===== src/hw/sarf_pkg.sv =====
// Package for the serial converter readout frame block.
// Assumes a 40 MHz reference clock; all frame pins are sampled from outside.
package sarf_pkg;

  // ----------------------------------------------------------------------
  // Frame layout
  // ----------------------------------------------------------------------
  localparam int unsigned RESULT_W      = 12;
  localparam int unsigned LEAD_ZEROS    = 3;
  localparam logic [4:0]  FRAME_EDGES   = 5'h10;
  localparam logic [4:0]  TRACK_RISE    = 5'h0d;
  localparam logic [4:0]  SHUT_FIRST    = 5'h02;
  localparam logic [4:0]  SHUT_LAST     = 5'h0a;
  localparam logic [RESULT_W-1:0] RESULT_RST = 12'h000;

  // ----------------------------------------------------------------------
  // Timing
  // ----------------------------------------------------------------------
  localparam int unsigned CLK_PERIOD_PS      = 25000;
  localparam int unsigned ACQ_INTERVAL_PS    = 350000;
  localparam int unsigned QUIET_INTERVAL_PS  = 50000;
  localparam int unsigned ACQ_INTERVAL_CYC   = (ACQ_INTERVAL_PS + CLK_PERIOD_PS - 1) / CLK_PERIOD_PS;
  localparam int unsigned QUIET_INTERVAL_CYC = (QUIET_INTERVAL_PS + CLK_PERIOD_PS - 1) / CLK_PERIOD_PS;

  // ----------------------------------------------------------------------
  // Types
  // ----------------------------------------------------------------------
  typedef enum logic [3:0] {
    ST_IDLE  = 4'b0001,
    ST_FRAME = 4'b0010,
    ST_DONE  = 4'b0100,
    ST_ABORT = 4'b1000
  } sarf_state_e;

  // Clean edge events and the select low level recovered from the sampled link pins.
  typedef struct packed {
    logic sel_fall;
    logic sel_rise;
    logic sel_low;
    logic clk_fall;
    logic clk_rise;
  } sarf_link_s;

endpackage


===== src/hw/sarf_edge_sync.sv =====
// Synchroniser and edge finder for the frame select and serial clock pins.
// Assumes both pins are asynchronous to the reference clock.
`timescale 1ns/1ps
`default_nettype none
module sarf_edge_sync (
  // Clock and reset
  input  wire logic                ref_clk_i,
  input  wire logic                nrst_i,
  // Pins
  input  wire logic                sel_n_i,
  input  wire logic                sclk_i,
  // Events
  output var sarf_pkg::sarf_link_s link_o
);

  logic [1:0] sel_meta_ff;
  logic [1:0] clk_meta_ff;
  logic       sel_last_ff;
  logic       clk_last_ff;

  // Select idles high, so the chain resets high to avoid a false frame start.
  always_ff @(posedge ref_clk_i or negedge nrst_i) begin
    if (!nrst_i) begin
      sel_meta_ff <= 2'h3;
      clk_meta_ff <= 2'h0;
      sel_last_ff <= 1'b1;
      clk_last_ff <= 1'b0;
    end else begin
      sel_meta_ff <= {sel_meta_ff[0], sel_n_i};
      clk_meta_ff <= {clk_meta_ff[0], sclk_i};
      sel_last_ff <= sel_meta_ff[1];
      clk_last_ff <= clk_meta_ff[1];
    end
  end

  wire sel_fall = sel_last_ff & ~sel_meta_ff[1];
  wire sel_rise = ~sel_last_ff & sel_meta_ff[1];
  wire sel_low  = ~sel_meta_ff[1];
  wire clk_fall = clk_last_ff & ~clk_meta_ff[1];
  wire clk_rise = ~clk_last_ff & clk_meta_ff[1];

  // One driver for the whole struct keeps every tool happy with the variable port.
  assign link_o = '{sel_fall: sel_fall,
                    sel_rise: sel_rise,
                    sel_low:  sel_low,
                    clk_fall: clk_fall,
                    clk_rise: clk_rise};

endmodule // sarf_edge_sync
`default_nettype wire


===== src/hw/sarf_readout.sv =====
// Frame control and serial result shifter of a 12-bit converter.
// Assumes the analog core supplies a result and the pins are asynchronous.
`timescale 1ns/1ps
`default_nettype none
module sarf_readout (
  // Clock and reset
  input  wire logic                          REF_CLK_I,
  input  wire logic                          NRST_I,
  // Serial link pins
  input  wire logic                          SEL_N_I,
  input  wire logic                          SCLK_I,
  output logic                               SERIAL_RESULT_OUT_O,
  output logic                               SERIAL_RESULT_OE_N_O,
  // Converter core
  input  wire logic [sarf_pkg::RESULT_W-1:0] RESULT_I,
  output logic                               HOLD_O,
  output logic                               SHUTDOWN_O
);

  // ----------------------------------------------------------------------
  // Pin synchronisation
  // ----------------------------------------------------------------------
  sarf_pkg::sarf_link_s link;

  sarf_edge_sync u_sync (
    .ref_clk_i (REF_CLK_I),
    .nrst_i    (NRST_I),
    .sel_n_i   (SEL_N_I),
    .sclk_i    (SCLK_I),
    .link_o    (link)
  );

  // ----------------------------------------------------------------------
  // Frame state
  // ----------------------------------------------------------------------
  sarf_pkg::sarf_state_e state_ff;
  sarf_pkg::sarf_state_e nxt_state;
  logic [4:0]            fall_cnt_ff;
  logic [4:0]            rise_cnt_ff;
  logic [15:0]           shift_ff;
  logic                  out_ff;
  logic                  oe_n_ff;
  logic                  hold_ff;
  logic                  shut_ff;

  wire in_frame   = (state_ff == sarf_pkg::ST_FRAME);
  wire frame_fall = in_frame & link.clk_fall;
  wire frame_rise = in_frame & link.clk_rise;
  wire last_fall  = frame_fall & (fall_cnt_ff == sarf_pkg::FRAME_EDGES - 5'h01);
  wire track_rise = frame_rise & (rise_cnt_ff == sarf_pkg::TRACK_RISE - 5'h01);
  wire early_end  = in_frame & link.sel_rise;
  // A rise once the tenth falling edge has been counted is a late abort and keeps normal mode.
  wire shut_abort = early_end & (fall_cnt_ff >= sarf_pkg::SHUT_FIRST) & (fall_cnt_ff < sarf_pkg::SHUT_LAST);
  wire [15:0] load_word = {{sarf_pkg::LEAD_ZEROS{1'b0}}, RESULT_I, 1'b0};

  always_comb begin
    nxt_state = state_ff;
    case (state_ff)
      sarf_pkg::ST_IDLE:  if (link.sel_fall) nxt_state = sarf_pkg::ST_FRAME;
      sarf_pkg::ST_FRAME: begin
        if (link.sel_rise) begin
          nxt_state = sarf_pkg::ST_IDLE;
        end else if (last_fall) begin
          nxt_state = sarf_pkg::ST_DONE;
        end
      end
      sarf_pkg::ST_DONE:  if (!link.sel_low) nxt_state = sarf_pkg::ST_IDLE;
      sarf_pkg::ST_ABORT: nxt_state = sarf_pkg::ST_IDLE;
      default:            nxt_state = sarf_pkg::ST_IDLE;
    endcase
  end

  always_ff @(posedge REF_CLK_I or negedge NRST_I) begin
    if (!NRST_I) begin
      state_ff <= sarf_pkg::ST_IDLE;
    end else begin
      state_ff <= nxt_state;
    end
  end

  // ----------------------------------------------------------------------
  // Edge counters
  // ----------------------------------------------------------------------
  // edge counting
  always_ff @(posedge REF_CLK_I or negedge NRST_I) begin
    if (!NRST_I) begin
      fall_cnt_ff <= 5'h00;
      rise_cnt_ff <= 5'h00;
    end else if (link.sel_fall && state_ff == sarf_pkg::ST_IDLE) begin
      fall_cnt_ff <= 5'h00;
      rise_cnt_ff <= 5'h00;
    end else begin
      if (frame_fall) fall_cnt_ff <= fall_cnt_ff + 5'h01;
      if (frame_rise) rise_cnt_ff <= rise_cnt_ff + 5'h01;
    end
  end

  // ----------------------------------------------------------------------
  // Output shifter
  // ----------------------------------------------------------------------
  // The first zero is driven at select fall; each falling edge presents the
  // next bit, so the host captures it on the following fall.
  // word layout
  always_ff @(posedge REF_CLK_I or negedge NRST_I) begin
    if (!NRST_I) begin
      shift_ff <= 16'h0000;
      out_ff   <= 1'b0;
    end else if (link.sel_fall && state_ff == sarf_pkg::ST_IDLE) begin
      shift_ff <= load_word;
      out_ff   <= 1'b0;
    end else if (frame_fall) begin
      shift_ff <= {shift_ff[14:0], 1'b0};
      out_ff   <= shift_ff[14];
    end
  end

  // float at end or select rise
  always_ff @(posedge REF_CLK_I or negedge NRST_I) begin
    if (!NRST_I) begin
      oe_n_ff <= 1'b1;
    end else if (link.sel_fall && state_ff == sarf_pkg::ST_IDLE) begin
      oe_n_ff <= 1'b0;
    end else if (last_fall || early_end || !in_frame) begin
      oe_n_ff <= 1'b1;
    end
  end

  // ----------------------------------------------------------------------
  // Sampler and power mode
  // ----------------------------------------------------------------------
  // track to hold
  always_ff @(posedge REF_CLK_I or negedge NRST_I) begin
    if (!NRST_I) begin
      hold_ff <= 1'b0;
    end else if (link.sel_fall && state_ff == sarf_pkg::ST_IDLE) begin
      hold_ff <= 1'b1;
    end else if (track_rise || early_end) begin
      hold_ff <= 1'b0;
    end
  end

  // Shutdown lasts until the next select fall; a rise before edge two is
  // treated as noise and leaves the mode unchanged.
  // shutdown abort
  always_ff @(posedge REF_CLK_I or negedge NRST_I) begin
    if (!NRST_I) begin
      shut_ff <= 1'b0;
    end else if (shut_abort) begin
      shut_ff <= 1'b1;
    end else if (link.sel_fall && state_ff == sarf_pkg::ST_IDLE) begin
      shut_ff <= 1'b0;
    end
  end

  assign SERIAL_RESULT_OUT_O  = out_ff;
  assign SERIAL_RESULT_OE_N_O = oe_n_ff;
  assign HOLD_O               = hold_ff;
  assign SHUTDOWN_O           = shut_ff;

  // ----------------------------------------------------------------------
  // Checks
  // ----------------------------------------------------------------------
  float_idle_a: assert property (@(posedge REF_CLK_I) disable iff (!NRST_I)
    (state_ff == sarf_pkg::ST_IDLE && !link.sel_fall) |=> SERIAL_RESULT_OE_N_O)
    else $error("output driven outside a frame");
  start_drive_a: assert property (@(posedge REF_CLK_I) disable iff (!NRST_I)
    (state_ff == sarf_pkg::ST_IDLE && link.sel_fall) |=> (!SERIAL_RESULT_OE_N_O && HOLD_O))
    else $error("frame start did not drive and hold");
  end_float_a: assert property (@(posedge REF_CLK_I) disable iff (!NRST_I)
    (last_fall || early_end) |=> SERIAL_RESULT_OE_N_O)
    else $error("output not floated at frame end");
  track_return_a: assert property (@(posedge REF_CLK_I) disable iff (!NRST_I)
    track_rise |=> (!HOLD_O && rise_cnt_ff == sarf_pkg::TRACK_RISE))
    else $error("hold not released on rise thirteen");
  lead_zero_a: assert property (@(posedge REF_CLK_I) disable iff (!NRST_I)
    (frame_fall && fall_cnt_ff < 5'h02) |=> !SERIAL_RESULT_OUT_O)
    else $error("leading zero missing");
  msb_first_a: assert property (@(posedge REF_CLK_I) disable iff (!NRST_I)
    (state_ff == sarf_pkg::ST_IDLE && link.sel_fall) |=> shift_ff[12:1] == $past(RESULT_I))
    else $error("result bit order wrong");
  bit_on_fall_a: assert property (@(posedge REF_CLK_I) disable iff (!NRST_I)
    (!frame_fall && !(state_ff == sarf_pkg::ST_IDLE && link.sel_fall)) |=> $stable(SERIAL_RESULT_OUT_O))
    else $error("output bit changed off a falling edge");
  shut_enter_a: assert property (@(posedge REF_CLK_I) disable iff (!NRST_I)
    shut_abort |=> (SHUTDOWN_O && SERIAL_RESULT_OE_N_O))
    else $error("shutdown not entered");
  late_abort_a: assert property (@(posedge REF_CLK_I) disable iff (!NRST_I)
    (early_end && fall_cnt_ff >= sarf_pkg::SHUT_LAST) |=> (!SHUTDOWN_O && SERIAL_RESULT_OE_N_O))
    else $error("late abort changed mode");
  edge_count_a: assert property (@(posedge REF_CLK_I) disable iff (!NRST_I)
    frame_fall |=> fall_cnt_ff == $past(fall_cnt_ff) + 5'h01)
    else $error("falling edge not counted");

endmodule // sarf_readout
`default_nettype wire


===== config.mk =====
export PLATFORM = sky130hd
export DESIGN_NAME = sarf_readout
export DESIGN_NICKNAME = d
export VERILOG_FILES = /design/src/hw/sarf_pkg.sv /design/src/hw/sarf_edge_sync.sv /design/src/hw/sarf_readout.sv
export SDC_FILE = /design/constraint.sdc
export NUM_CORES = 1
export LEC_CHECK = 0
export BUFFER_PORTS_ARGS = -buffer_cell sky130_fd_sc_hd__buf_2
export CORE_MARGIN = 2
export CORE_UTILIZATION = 54
export DETAILED_ROUTE_END_ITERATION = 16
export PLACE_DENSITY_LB_ADDON = 0.3
export SLEW_MARGIN = 20
export SYNTH_ARGS = -nofsm -noshare
export SYNTH_HDL_FRONTEND = slang
export SYNTH_SLANG_ARGS = --single-unit

===== constraint.sdc =====
create_clock -name REF_CLK_I -period 2.8 [get_ports REF_CLK_I]
set_clock_uncertainty 0.2 [all_clocks]
set_input_delay 0.28 -clock REF_CLK_I [delete_from_list [all_inputs] [get_ports REF_CLK_I]]
set_output_delay 0.28 -clock REF_CLK_I [all_outputs]
set_load 0.02 [all_outputs]

# --- Word level (Yosys, flattened, before mapping) ---
# Index checks and enable logic that the tools add are counted.
# W data, S select, Z words.
totals:
  ff_bits: 39
  mem_bits_ro: 0
  out_inout_bits: 4
  in_bits: 16
  latch_bits: 0
  memories: 0
  mem_bits_rw: 0
  elab_cells: 69
classes:
  shifts: 0
  mux: 19
  n_eq_ne: 8
  magnitude_cmp: 2
  n_div: 0
  n_bitwise: 15
  multipliers: 0
  reduce_logical: 11
  add_sub_neg: 2
ops:
  columns: ["cell", "n"]
  rows:
  - ["$mux W15", 2]
  - ["$mux W5", 4]
  - ["$mux W4", 4]
  - ["$pmux W4 S3", 1]
  - ["$and A1 B1 Y1", 11]
  - ["$add A5 B1 Y5 const B", 2]
  - ["$eq A5 B4 Y1 const B", 2]
  - ["$reduce_bool A2 Y1", 5]
  - ["$mux W1", 8]
  - ["$ge A5 B2 Y1 const B", 1]
  - ["$lt A5 B4 Y1 const B", 1]
  - ["$eq A4 B1 Y1 const B", 1]
  - ["$eq A4 B2 Y1 const B", 1]
  - ["$eq A4 B3 Y1 const B", 1]
  - ["$ne A2 B1 Y1 const B", 2]
  - ["$not A1 Y1", 4]
  - ["$logic_or A1 B1 Y1", 3]
  - ["$ne A3 B1 Y1 const B", 1]
  - ["$reduce_and A3 Y1", 1]
  - ["$logic_and A1 B1 Y1", 1]
  - ["$logic_not A1 Y1", 1]

# --- Longest topological paths before layout ---
# Gate-level depths: netlist of the first run.
logic_depth:
  word_depth: 8
  mapped_depth: 6
  mapped_depth_nobuf: 6

# --- Cells and area by module ---
# From an unflattened synthesis of the first run, not the netlist that was laid out.
unflattened:
  cells_unflattened: 159
  area_unflattened_um2: 1770.4
modules_own_cells:
  columns: ["module", "instances", "seq_area_each_um2", "area_per_inst_um2", "cells_per_inst"]
  rows:
  - ["sarf_readout", 1, 778.2, 1545.2, 143]
  - ["sarf_edge_sync", 1, 153.9, 225.2, 16]

# --- Least setup slack after synthesis of the first run ---
# No wires, ideal clock.
synth_timing:
  path_type: "flip-flop to flip-flop"
  startpoint: "register state_ff[0]"
  endpoint: "register shift_ff[3]"
  synth_period_minus_slack_ps: 2053
  setup_ps: 126
  required_time_ps: 2474
  path_buffers: 3
  path_stages_with_launch: 7
  arrival_time_ps: 1727
  setup_slack_ps: 747
  path_cell_list: "dfstp_2 > or3b_1 > buf_2 > o22a_1 > buf_6 > buf_6 > a221o_1"
synth_between:
  elab_chain_cells: 3
  word_cells_on_any_way: 6
  classes_between: "eq/ne: 2; mux: 1; bitwise: 1; reduce/logical: 2"
synth_rtl:
  columns: ["element", "line", "source"]
  rows:
  - ["from (decl)", "sarf_readout.sv:36", "sarf_pkg::sarf_state_e state_ff;"]
  - ["from (signal assigned)", "sarf_readout.sv:75", "state_ff <= sarf_pkg::ST_IDLE;"]
  - ["from (signal assigned)", "sarf_readout.sv:77", "state_ff <= nxt_state;"]
  - ["$eq A4 B2 Y1 / $eq A4 B1 Y1 (equally long branches)", "sarf_readout.sv:46, sarf_readout.sv:108", null]
  - ["$and A1 B1 Y1 / $logic_and A1 B1 Y1 (equally long branches)", "sarf_readout.sv:47, sarf_readout.sv:108", null]
  - ["$reduce_bool A2 Y1 (no line) / $mux W15 (equally long branches)", null, null]
  - ["to (signal assigned)", "sarf_readout.sv:109", "shift_ff <= load_word;"]
  - ["to (signal assigned)", "sarf_readout.sv:112", "shift_ff <= {shift_ff[14:0], 1'b0};"]
  - ["to (decl)", "sarf_readout.sv:40", "logic [15:0] shift_ff;"]
# Parallel ways exist; a longest one is shown, timed or not.
# A chain may end at the register's enable or synchronous reset.

# --- Worst setup path after layout of the first run ---
layout_timing:
  startpoint: "register state_ff[2]"
  endpoint: "register shift_ff[3]"
# Same word-level chain as after synthesis.

==> reports/qor.txt, run 1 <==
Die height = 59.8 um
CTS tree = done
Die area = 0.00357 mm^2
Comb pwr share = 12.6%
Crit path cell chain = or3b_1 -> o22a_1 -> a221o_1
Final Hold Violating Endpoints = 0
Area delta synth->final = 19.2%
Vias in the first global route = 1,262
Input/output buffers = 19
# IOs = 20
RSZ-0062 raised after global routing = no
Worst slew pin tran = 0.904 ns
Fin. max-slew vios = 0
First-pass GRT wire length = 5.71 mm
Htree depth = 2
WL per Instance = 15.8 um
Crit path max-delay family = compound AO/OA/AOI/OAI gates
Worst skew pair latency = 0.35 ns
CTS root buffer = clkbuf_4
Tot GR Track Use = 22.1%
Compound-Gate Fraction of Synth Area = 18.0%
Clock sink count = 37
Minimum clock period = 2.24 ns
Clock tree buffer depth = 2
DRC viols = 0
Pre-Repair DR Iteration Count = 4
Final setup viols = 0
Grt total ovfl = 0
Crit path max-delay cell type = or3b_1
Largest family of logic cells by synthesized area = compound AO/OA/AOI/OAI gates
CP Buf/Inv Count = 0
Hold depth = 0
Starting Density = 55.9%
Int Pwr = 0.786 mW
Syn Std Cell Area = 0.00168 mm^2
Gp weighted congestion = 0.772
Status = complete, no violations
Post-synthesis xor/xnor area fraction = 0%
NetSw = 0.278 mW
Slew HR = 39.6%
Place WS = 0.619 ns
Mux contribution to synthesized area = 1.19%
WP depth = 3
Synth warn = 0
Req. time, crit path = 2.82 ns
Data arrival, critical path = 2.26 ns
Avg Cell Area, Syn = 11.6 um^2
Syn_nets = 166
Row cnt = 20
Layout Nets = 202
Sw frac = 26.2%
Vias post-DR = 1,272
Achievable frequency = 0.446 GHz
Max-Cap Viols = 0
Hold Path Class = flop to flop
HPWL after DPL = 2.21 mm
Max rail drop VDD = 0.324 mV
Inserted Diodes = 0
Crit path capture type = flop
Core box area = 0.00300 mm^2
Number of flops mapped to enable cells by yosys = 0
Final instance area = 0.00200 mm^2
DR vias/cell = 5.92
Clock transition at path regs = 0.12 ns
Adder-Cell Fraction of Synth Area = 3.73%
Max stage delay on crit path = 0.56 ns
Setup tns final = 0 ns
Async S/R FF share, synth = 100%
Fraction of layout cells with a size suffix above 1 = 20.3%
Largest net degree at the start of global routing = 38
Leakage = 0.923 nW
Placed cells = 192
Startpoint Class = flop
Main synth FF type = dfrtp_1
Power Density = 532 mW/mm^2
1st-iter DRT viols = 53
Clock power frac = 28.4%
Detailed Route WL = 3.39 mm
Critical setup path kind = flop to flop
Netlist cell types = 34
Flop pwr share = 59.0%
Synth Area in Simple Gates = 17.8%
Post-route ant nets = 0
Cell Area, Placed = 0.00179 mm^2
Post-route insts no fill = 215
Setup WS post-layout = 0.559 ns
Reg2Reg Depth = 3
Clock buffer count from CTS = 5
Initial antenna violation count = 0
Register area share after synthesis = 55.5%
Fraction of the cycle the final worst path needs = 80.1%
Post-Syn Instances = 145
Crit path max fanout = 17
Post_cts resized = 0
FF+latch count, synth = 37
Utilization after layout = 66.6%
Die X = 59.8 um
[area by class of cell]
| type | count | area (um^2) |
|---|---|---|
| fillers | 220 | 1000 |
| well taps | 33 | 41.3 |
| clock buffers | 6 | 51.3 |
| multi-input cells | 96 | 683 |
| inverters | 5 | 18.8 |
| flip-flops and latches | 37 | 932 |
| repair buffers | 36 | 260 |
| clock inverters | 2 | 13.8 |
[cell usage in the layout, fill, tap and decap left out, types with 3 or more instances in the layout]
cell type      synthesis  final
a21oi_1                8      8
a221o_1               11     11
a22o_1                 4      4
and3_1                12     12
buf_2                  3     19
clkbuf_4               0      5
dfrtp_1               32     32
dfstp_2                5      5
dlygate4sd3_1          0     15
ha_1                   5      5
inv_1                  5      5
nand2_1                3      3
nand2b_1               5      5
nand3_1                8      8
nor2b_1                3      3
nor3_1                 4      4
o21ai_0                7      7
o31ai_1                4      4
or4_1                  3      3
[what timing repair did]
item / 4_1_cts / 5_1_grt
hold buffers: 15 / 0
setup buffers: 0 / 0
hold endpoints to repair: 46 / 0
[cells in the mapped netlist (4+ instances only)]
cell	instances	share of area (%)
nand2b_1	5	1.9
inv_1	5	1.1
dfstp_2	5	7.8
and3_1	12	4.5
a221o_1	11	6.6
nor3_1	4	1.2
nand3_1	8	2.4
a21oi_1	8	2.4
o31ai_1	4	1.8
a22o_1	4	2.1
dfrtp_1	32	48
ha_1	5	3.7
o21ai_0	7	2.1
[routing by layer]
layer | global-route usage (%) | part of all wire, % | vias up
met5 | 0 | 0 | -
met4 | 9.21 | 1.6 | 0
met3 | 6.49 | 3.7 | 5
met2 | 35.2 | 49 | 33
met1 | 28.2 | 46 | 613
li1 | - | - | 621
[flip-flops by register name, indices dropped and copies added (netlist names)]
signal	count
shift_ff	14
fall_cnt_ff	5
rise_cnt_ff	5
state_ff	3
u_sync.clk_meta_ff	2
u_sync.sel_meta_ff	2
HOLD_O	1
SERIAL_RESULT_OE_N_O	1
SERIAL_RESULT_OUT_O	1
SHUTDOWN_O	1
u_sync.clk_last_ff	1
u_sync.sel_last_ff	1
[final timing paths]
check	start	end	slack, ns
hold reg to reg	u_sync.clk_meta_ff[0]	u_sync.clk_meta_ff[1]	0.16
setup reg to reg	state_ff[2]	shift_ff[3]	0.56
min in group asynchronous	NRST_I	state_ff[1]	0.34
hold / removal	u_sync.clk_meta_ff[0]	u_sync.clk_meta_ff[1]	0.16
setup / recovery	state_ff[2]	shift_ff[3]	0.56
max in group asynchronous	NRST_I	shift_ff[8]	1.57
[cell families (layout without fill, tap and decap cells)]
logic type	count (synthesis)	after routing
adder cells (fa/ha/maj)	5	5
buffers and inverters	12	49
AO/OA/AOI/OAI	40	40
multiplexers	2	2
AND/OR/NAND/NOR	49	49
flip-flops	37	37
[power groups by stage]
stage	Combinational, mW	Clock, mW	Sequential, mW
after floorplan	0.0848	0	0.627
final	0.134	0.302	0.628
after detailed placement	0.122	0	0.633
after CTS	0.135	0.308	0.626
after global routing	0.149	0.330	0.636
after global placement	0.115	0	0.633
[stage by stage]
step / total power, mW / hold slack [ns]
floorplan: 0.712 / -0.216
global placement: 0.747 / 0.135
detailed placement: 0.755 / 0.139
CTS: 1.07 / 0.168
global route: 1.12 / 0.171
finish: 1.06 / 0.162
(Power assumes the default switching activity.)
==> inputs of run 2 (changes only) <==
- ABC_AREA: default -> 1
- clock period: 2.8 -> 2.2 ns (I/O delays scaled with it)
==> reports/qor.txt, run 2 <==
First-pass GRT wire length = 5.91 mm (+3.4%)
Core box area = 0.00308 mm^2 (+2.5%)
Fin. max-slew vios = 0 (unchanged)
Clock power frac = 20.8% (-7.6 points)
Met1 Usage GRT = 23.7% (-4.5 points)
Max rail drop VDD = 0.568 mV (+75%)
Footprint of the multi-input gates = 688 um^2 (+0.73%)
Die X = 61.0 um (+2.0%)
Fraction of the cycle the final worst path needs = 78.1% (-2.0 points)
Postcts setup bufs = 0 (unchanged)
GRT busiest layer = met2
Die area = 0.00372 mm^2 (+4.0%)
Post-Syn Instances = 194 (+34%)
Number of flops mapped to enable cells by yosys = 0 (unchanged)
Detailed Route WL = 3.45 mm (+1.9%)
Commonest cells in the netlist = 42 x nand2_1, 40 x nand3_1, 32 x dfrtp_1
Vias post-DR = 1,405 (+10%)
Int Pwr = 1.23 mW (+56%)
FF+latch count, synth = 37 (unchanged)
Pre-Repair DR Iteration Count = 4 (unchanged)
Row cnt = 20 (unchanged)
Leakage = 1.02 nW (+11%)
Hold Path Class = flop to flop
Clock transition at path regs = 0.12 ns (about the same)
Met2 GRT Util = 38.9% (+3.6 points)
Status = complete, no violations
Layout fillers = 244 (+11%)
Max-Cap Viols = 0 (unchanged)
Gp weighted congestion = 0.771 (-0.19%)
CTS root buffer = clkbuf_4
Die height = 61.0 um (+2.0%)
Power Density = 912 mW/mm^2 (+71%)
Netlist cell types = 24 (-29%)
Minimum clock period = 1.72 ns (-0.523 ns)
CTS tree = done
Worst slew pin tran = 0.802 ns (-0.102 ns)
Starting Density = 56.9% (+0.99 points)
Final setup viols = 0 (unchanged)
Clock sink count = 37 (unchanged)
Flop pwr share = 51.4% (-7.6 points)
Tot GR Track Use = 22.0% (-0.11 points)
Async S/R FF share, synth = 100% (unchanged)
HPWL after DPL = 2.29 mm (+3.6%)
Setup tns final = 0 ns (unchanged)
Achievable frequency = 0.582 GHz (+30%)
FF-to-FF setup slack = 0.48 ns (-0.08 ns)
Synth warn = 0 (unchanged)
Hold depth = 0 (unchanged)
DR vias/cell = 5.11 (-14%)
Largest register by flop count = shift_ff
NetSw = 0.671 mW (+140%)
Main synth FF type = dfrtp_1
Sw frac = 35.4% (+9.2 points)
Inserted Diodes = 0 (unchanged)
Htree depth = 2 (unchanged)
Crit path max fanout = 13 (-4)
Vias in the first global route = 1,496 (+19%)
Crit path capture type = flop
Area delta synth->final = 18.7%
Clock tree buffer depth = 2 (unchanged)
Most frequent cells in the layout = 42 x nand2_1, 40 x nand3_1, 32 x dfrtp_1
Data arrival, critical path = 1.82 ns (-0.44 ns)
1st-iter DRT viols = 49 (-7.5%)
Slew HR = 46.6% (+6.9 points)
Most instantiated library cell after synthesis = nand2_1
Post-route ant nets = 0 (unchanged)
# IOs = 20 (unchanged)
Yosys top cell area share = 45.7% (-2.0 points)
Syn Std Cell Area = 0.00175 mm^2 (+4.3%)
Input/output buffers = 19 (unchanged)
Place WS = 0.508 ns (-0.111 ns)
Reg2Reg Depth = 6 (+3)
M3 GR Usage = 5.12% (-1.4 points)
Final Hold Violating Endpoints = 0 (unchanged)
Req. time, crit path = 2.30 ns (-0.52 ns)
Grt total ovfl = 0 (unchanged)
Storage element area = 932 um^2 (unchanged)
Largest net degree at the start of global routing = 38 (unchanged)
Max reg flops = 14 (unchanged)
WL per Instance = 12.6 um (-20%)
RSZ-0062 raised after global routing = no
Fraction of layout cells with a size suffix above 1 = 21.2% (+0.88 points)
Clock buffer count from CTS = 5 (unchanged)
Startpoint Class = flop
Comb pwr share = 27.8% (+15 points)
Utilization after layout = 67.6% (+0.94 points)
Top cells by area, synth = dfrtp_1 46%, nand3_1 11%, nand2_1 9.0%
Biggest regs = shift_ff x14, fall_cnt_ff x5, rise_cnt_ff x5
Register area share after synthesis = 53.2% (-2.3 points)
Commonest non-fill, non-tap cell in the layout = nand2_1
Layout Nets = 251 (+24%)
DRC viols = 0 (unchanged)
Critical setup path kind = flop to flop
Avg Cell Area, Syn = 9.03 um^2 (-22%)
Syn_nets = 215 (+30%)
Initial antenna violation count = 0 (unchanged)
Setup WS post-layout = 0.482 ns (-0.0765 ns)
Worst skew pair latency = 0.36 ns (about the same)
Largest area contributor in the synthesized netlist = dfrtp_1
-- run 2: cell count changes in the layout (fill, tap and decap cells not counted), sizes merged, moves of 4 or more --
cell / change
nand2: +43
nand3: +34
inv: +18
and3: -12
a221o: -11
nor2: +11
a21oi: -7
nand2b: -5
a22o: -4
nor3: -4
o31ai: -4
-- run 2: layer usage --
layer	wire length (um)	vias up
li1	-	699
met1	1460	670
met2	1800	27
met3	115	9
met4	86	0
met5	0	-
-- run 2: per-stage QoR --
step / power [mW] / cell area [um^2] / cells / hold WS (ns)
2_1_floorplan: 1.37 / 1750 / 194 / -0.276
3_3_place_gp: 1.46 / 1860 / 252 / 0.125
3_5_place_dp: 1.50 / 1860 / 252 / 0.129
4_1_cts: 1.91 / 2080 / 275 / 0.165
5_1_grt: 2.02 / 2080 / 275 / 0.176
6_report: 1.90 / 2080 / 275 / 0.161
-- run 2: kinds of logic (layout without fill, tap and decap cells) --
| family | after synthesis | after routing | share of synthesized area (%) |
|---|---|---|---|
| xor+xnor | 4 | 4 | 2.00 |
| flops | 37 | 37 | 53.2 |
| fa+ha+maj | 5 | 5 | 3.57 |
| simple gates | 104 | 104 | 27.7 |
| buf+inv | 29 | 66 | 7.50 |
| compound gates | 15 | 15 | 6.00 |
-- run 2: final timing paths --
kind / start / end
max in group asynchronous: NRST_I / shift_ff[10]
max: u_sync.sel_last_ff / shift_ff[4]
min: u_sync.clk_meta_ff[0] / u_sync.clk_meta_ff[1]
min reg2reg: u_sync.clk_meta_ff[0] / u_sync.clk_meta_ff[1]
max reg2reg: u_sync.sel_last_ff / shift_ff[4]
min in group asynchronous: NRST_I / shift_ff[13]
-- run 2: power by group through the flow --
stage | clock network [mW] | registers (mW) | logic [mW]
after floorplan | 0 | 0.978 | 0.391
after global placement | 0 | 0.976 | 0.485
after detailed placement | 0 | 0.987 | 0.510
after CTS | 0.401 | 0.975 | 0.532
after global routing | 0.428 | 0.993 | 0.601
final | 0.394 | 0.975 | 0.528
-- run 2: final cells by class --
class,instances,share of cell area [%]
flip-flops and latches,37,44.8
clock inverters,2,0.662
well taps,44,2.65
repair buffers,35,12.2
inverters,23,4.15
multi-input cells,128,33.1
clock buffers,6,2.47
-- run 2: what timing repair did --
action | in CTS | in global routing
resized for setup | 0 | 0
hold endpoints to repair | 46 | 0
hold buffers | 15 | 0
-- run 2: critical path, stage by stage, from the launching register on --
cell and delay (ns):
dfstp_2 0.55, inv_1 0.04, nor2_2 0.15, inv_1 0.09
nor2_2 0.39, nand2_1 0.12, nand3_1 0.11
==> inputs of run 3 (changes only) <==
- clock period: 2.2 -> 1.7 ns (I/O delays scaled with it)
==> reports/qor.txt, run 3 (same netlist as run 2, synthesis figures left out) <==
Final Hold Violating Endpoints = 0 (unchanged)
Hold Path Class = flop to flop
Max reg flops = 14 (unchanged)
Clock power frac = 18.0% (-2.8 points)
Detailed Route WL = 3.40 mm (-1.5%)
Pre-Repair DR Iteration Count = 5 (+1)
Startpoint Class = flop
Clock tree buffer depth = 2 (unchanged)
Setup WS post-layout = 0.127 ns (-0.355 ns)
Crit path capture type = flop
Max-Cap Viols = 0 (unchanged)
Minimum clock period = 1.57 ns (-0.145 ns)
Hold depth = 0 (unchanged)
Reg2Reg Depth = 5 (-1)
CTS root buffer = clkbuf_4
Placed cells = 255 (+1.2%)
Status = complete, no violations
Row cnt = 20 (unchanged)
Clock transition at path regs = 0.11 ns (about the same)
CTS tree = done
Layout Nets = 257 (+2.4%)
Achievable frequency = 0.636 GHz (+9.2%)
Slew HR = 70.3% (+24 points)
Vias post-DR = 1,414 (+0.64%)
Initial antenna violation count = 0 (unchanged)
Final instance area = 0.00214 mm^2 (+3.1%)
Starting Density = 56.9% (unchanged)
Int Pwr = 1.57 mW (+28%)
Hold wc startpoint = u_sync.sel_meta_ff[0]
Most frequent cells in the layout = 41 x nand2_1, 38 x nand3_1, 32 x dfrtp_1
Fraction of layout cells with a size suffix above 1 = 25.3% (+4.1 points)
Die area = 0.00372 mm^2 (unchanged)
Die X = 61.0 um (unchanged)
Gp weighted congestion = 0.812 (+5.3%)
Commonest non-fill, non-tap cell in the layout = nand2_1
Max rail drop VDD = 0.592 mV (+4.2%)
FF-to-FF setup slack = 0.13 ns (-0.36 ns)
Htree depth = 2 (unchanged)
# IOs = 20 (unchanged)
Power Density = 1130 mW/mm^2 (+24%)
Worst skew pair latency = 0.34 ns (-0.02 ns)
Final setup viols = 0 (unchanged)
Input/output buffers = 19 (unchanged)
Req. time, crit path = 1.72 ns (-0.58 ns)
Setup tns final = 0 ns (unchanged)
WL per Instance = 12.1 um (-3.6%)
Largest net degree at the start of global routing = 38 (unchanged)
NetSw = 0.847 mW (+26%)
Comb pwr share = 30.0% (+2.2 points)
Cell Area, Placed = 0.00190 mm^2 (+1.9%)
Flop pwr share = 52.0% (+0.6 points)
Critical R2R Launch = state_ff[0]
Fin. max-slew vios = 0 (unchanged)
Post-route ant nets = 0 (unchanged)
RSZ-0062 raised after global routing = yes
Grt total ovfl = 0 (unchanged)
Data arrival, critical path = 1.60 ns (-0.22 ns)
DRC viols = 0 (unchanged)
Core box area = 0.00308 mm^2 (unchanged)
Biggest regs = shift_ff x14, fall_cnt_ff x5, rise_cnt_ff x5
Tot GR Track Use = 21.0% (-0.98 points)
Inserted Diodes = 0 (unchanged)
Clock sink count = 37 (unchanged)
First-pass GRT wire length = 5.62 mm (-4.9%)
Area delta synth->final = 22.4%
Clock buffer count from CTS = 5 (unchanged)
Die height = 61.0 um (unchanged)
Critical setup path kind = flop to flop
1st-iter DRT viols = 63 (+29%)
Fraction of the cycle the final worst path needs = 92.5% (+14 points)
Vias in the first global route = 1,337 (-11%)
Crit path max fanout = 27 (+14)
Leakage = 1.05 nW (+2.2%)
DR vias/cell = 5.03 (-1.5%)
Sw frac = 35.0% (-0.39 points)
Worst Hold End = u_sync.sel_meta_ff[1]
Post-route insts no fill = 281 (+2.2%)
HPWL after DPL = 2.24 mm (-2.3%)
Worst slew pin tran = 0.446 ns (-0.356 ns)
Largest register by flop count = shift_ff
FF-to-FF End = shift_ff[13]
Place WS = 0.0563 ns (-0.452 ns)
==> run 3: cell types whose count changed in the layout (fill, tap and decap cells not counted), sizes merged <==
cell,previous run,this run
buf,20,26
==> run 3: timing repair <==
| item | in CTS | in global routing |
|---|---|---|
| hold endpoints to repair | 51 | 0 |
| gates resized for setup | 0 | 7 |
| buffers inserted | 0 | 3 |
| hold buffers | 15 | 0 |
| endpoints found under the setup margin | 0 | 4 |
==> run 3: through the flow <==
| stage | power, mW | util [%] | hold WS, ns |
|---|---|---|---|
| 2_1_floorplan | 1.77 | - | -0.326 |
| 3_3_place_gp | 1.91 | 61.7 | 0.0304 |
| 3_5_place_dp | 1.96 | 61.7 | 0.0329 |
| 4_1_cts | 2.42 | 68.3 | 0.161 |
| 5_1_grt | 2.60 | 69.6 | 0.166 |
| 6_report | 2.42 | 69.6 | 0.161 |
==> run 3: how the worst max path moves through the flow <==
stage	startpoint	slack [ns]	endpoint
after floorplan	fall_cnt_ff[1]	0.20	state_ff[2]
after global placement	fall_cnt_ff[1]	0.15	state_ff[2]
after CTS	fall_cnt_ff[1]	0.04	state_ff[2]
after detailed placement	fall_cnt_ff[1]	0.06	state_ff[2]
after global routing	fall_cnt_ff[1]	-0.03	state_ff[2]
final	state_ff[0]	0.13	shift_ff[13]
==> run 3: area by class of cell <==
class	instances	area, um^2
clock buffer	6	41.3
tap	44	55.1
fill	250	935
inverter	23	86.3
sequential	37	932
timing repair buffer	41	310
multi-input combinational	128	708
clock inverter	2	10.0
==> run 3: worst max-delay path, cell delays in order (launching register included) <==
cell,delay [ns]
dfstp_2,0.56
nand3_2,0.11
inv_2,0.10
nand2_4,0.17
nand2_2,0.21
o21ai_0,0.10
==> run 3: per-layer routing <==
layer	track usage, %	part of all wire, %	vias up
li1	-	-	708
met1	24.9	44	674
met2	35.6	51	24
met3	6.18	3.6	8
met4	9.01	2.0	0
met5	0	0	-
==> run 3: power groups by stage <==
stage	Clock [mW]	Combinational (mW)	Sequential [mW]
after global placement	0	0.654	1.26
after global routing	0.488	0.825	1.29
after floorplan	0	0.506	1.27
after detailed placement	0	0.683	1.28
after CTS	0.449	0.715	1.26
final	0.435	0.725	1.26
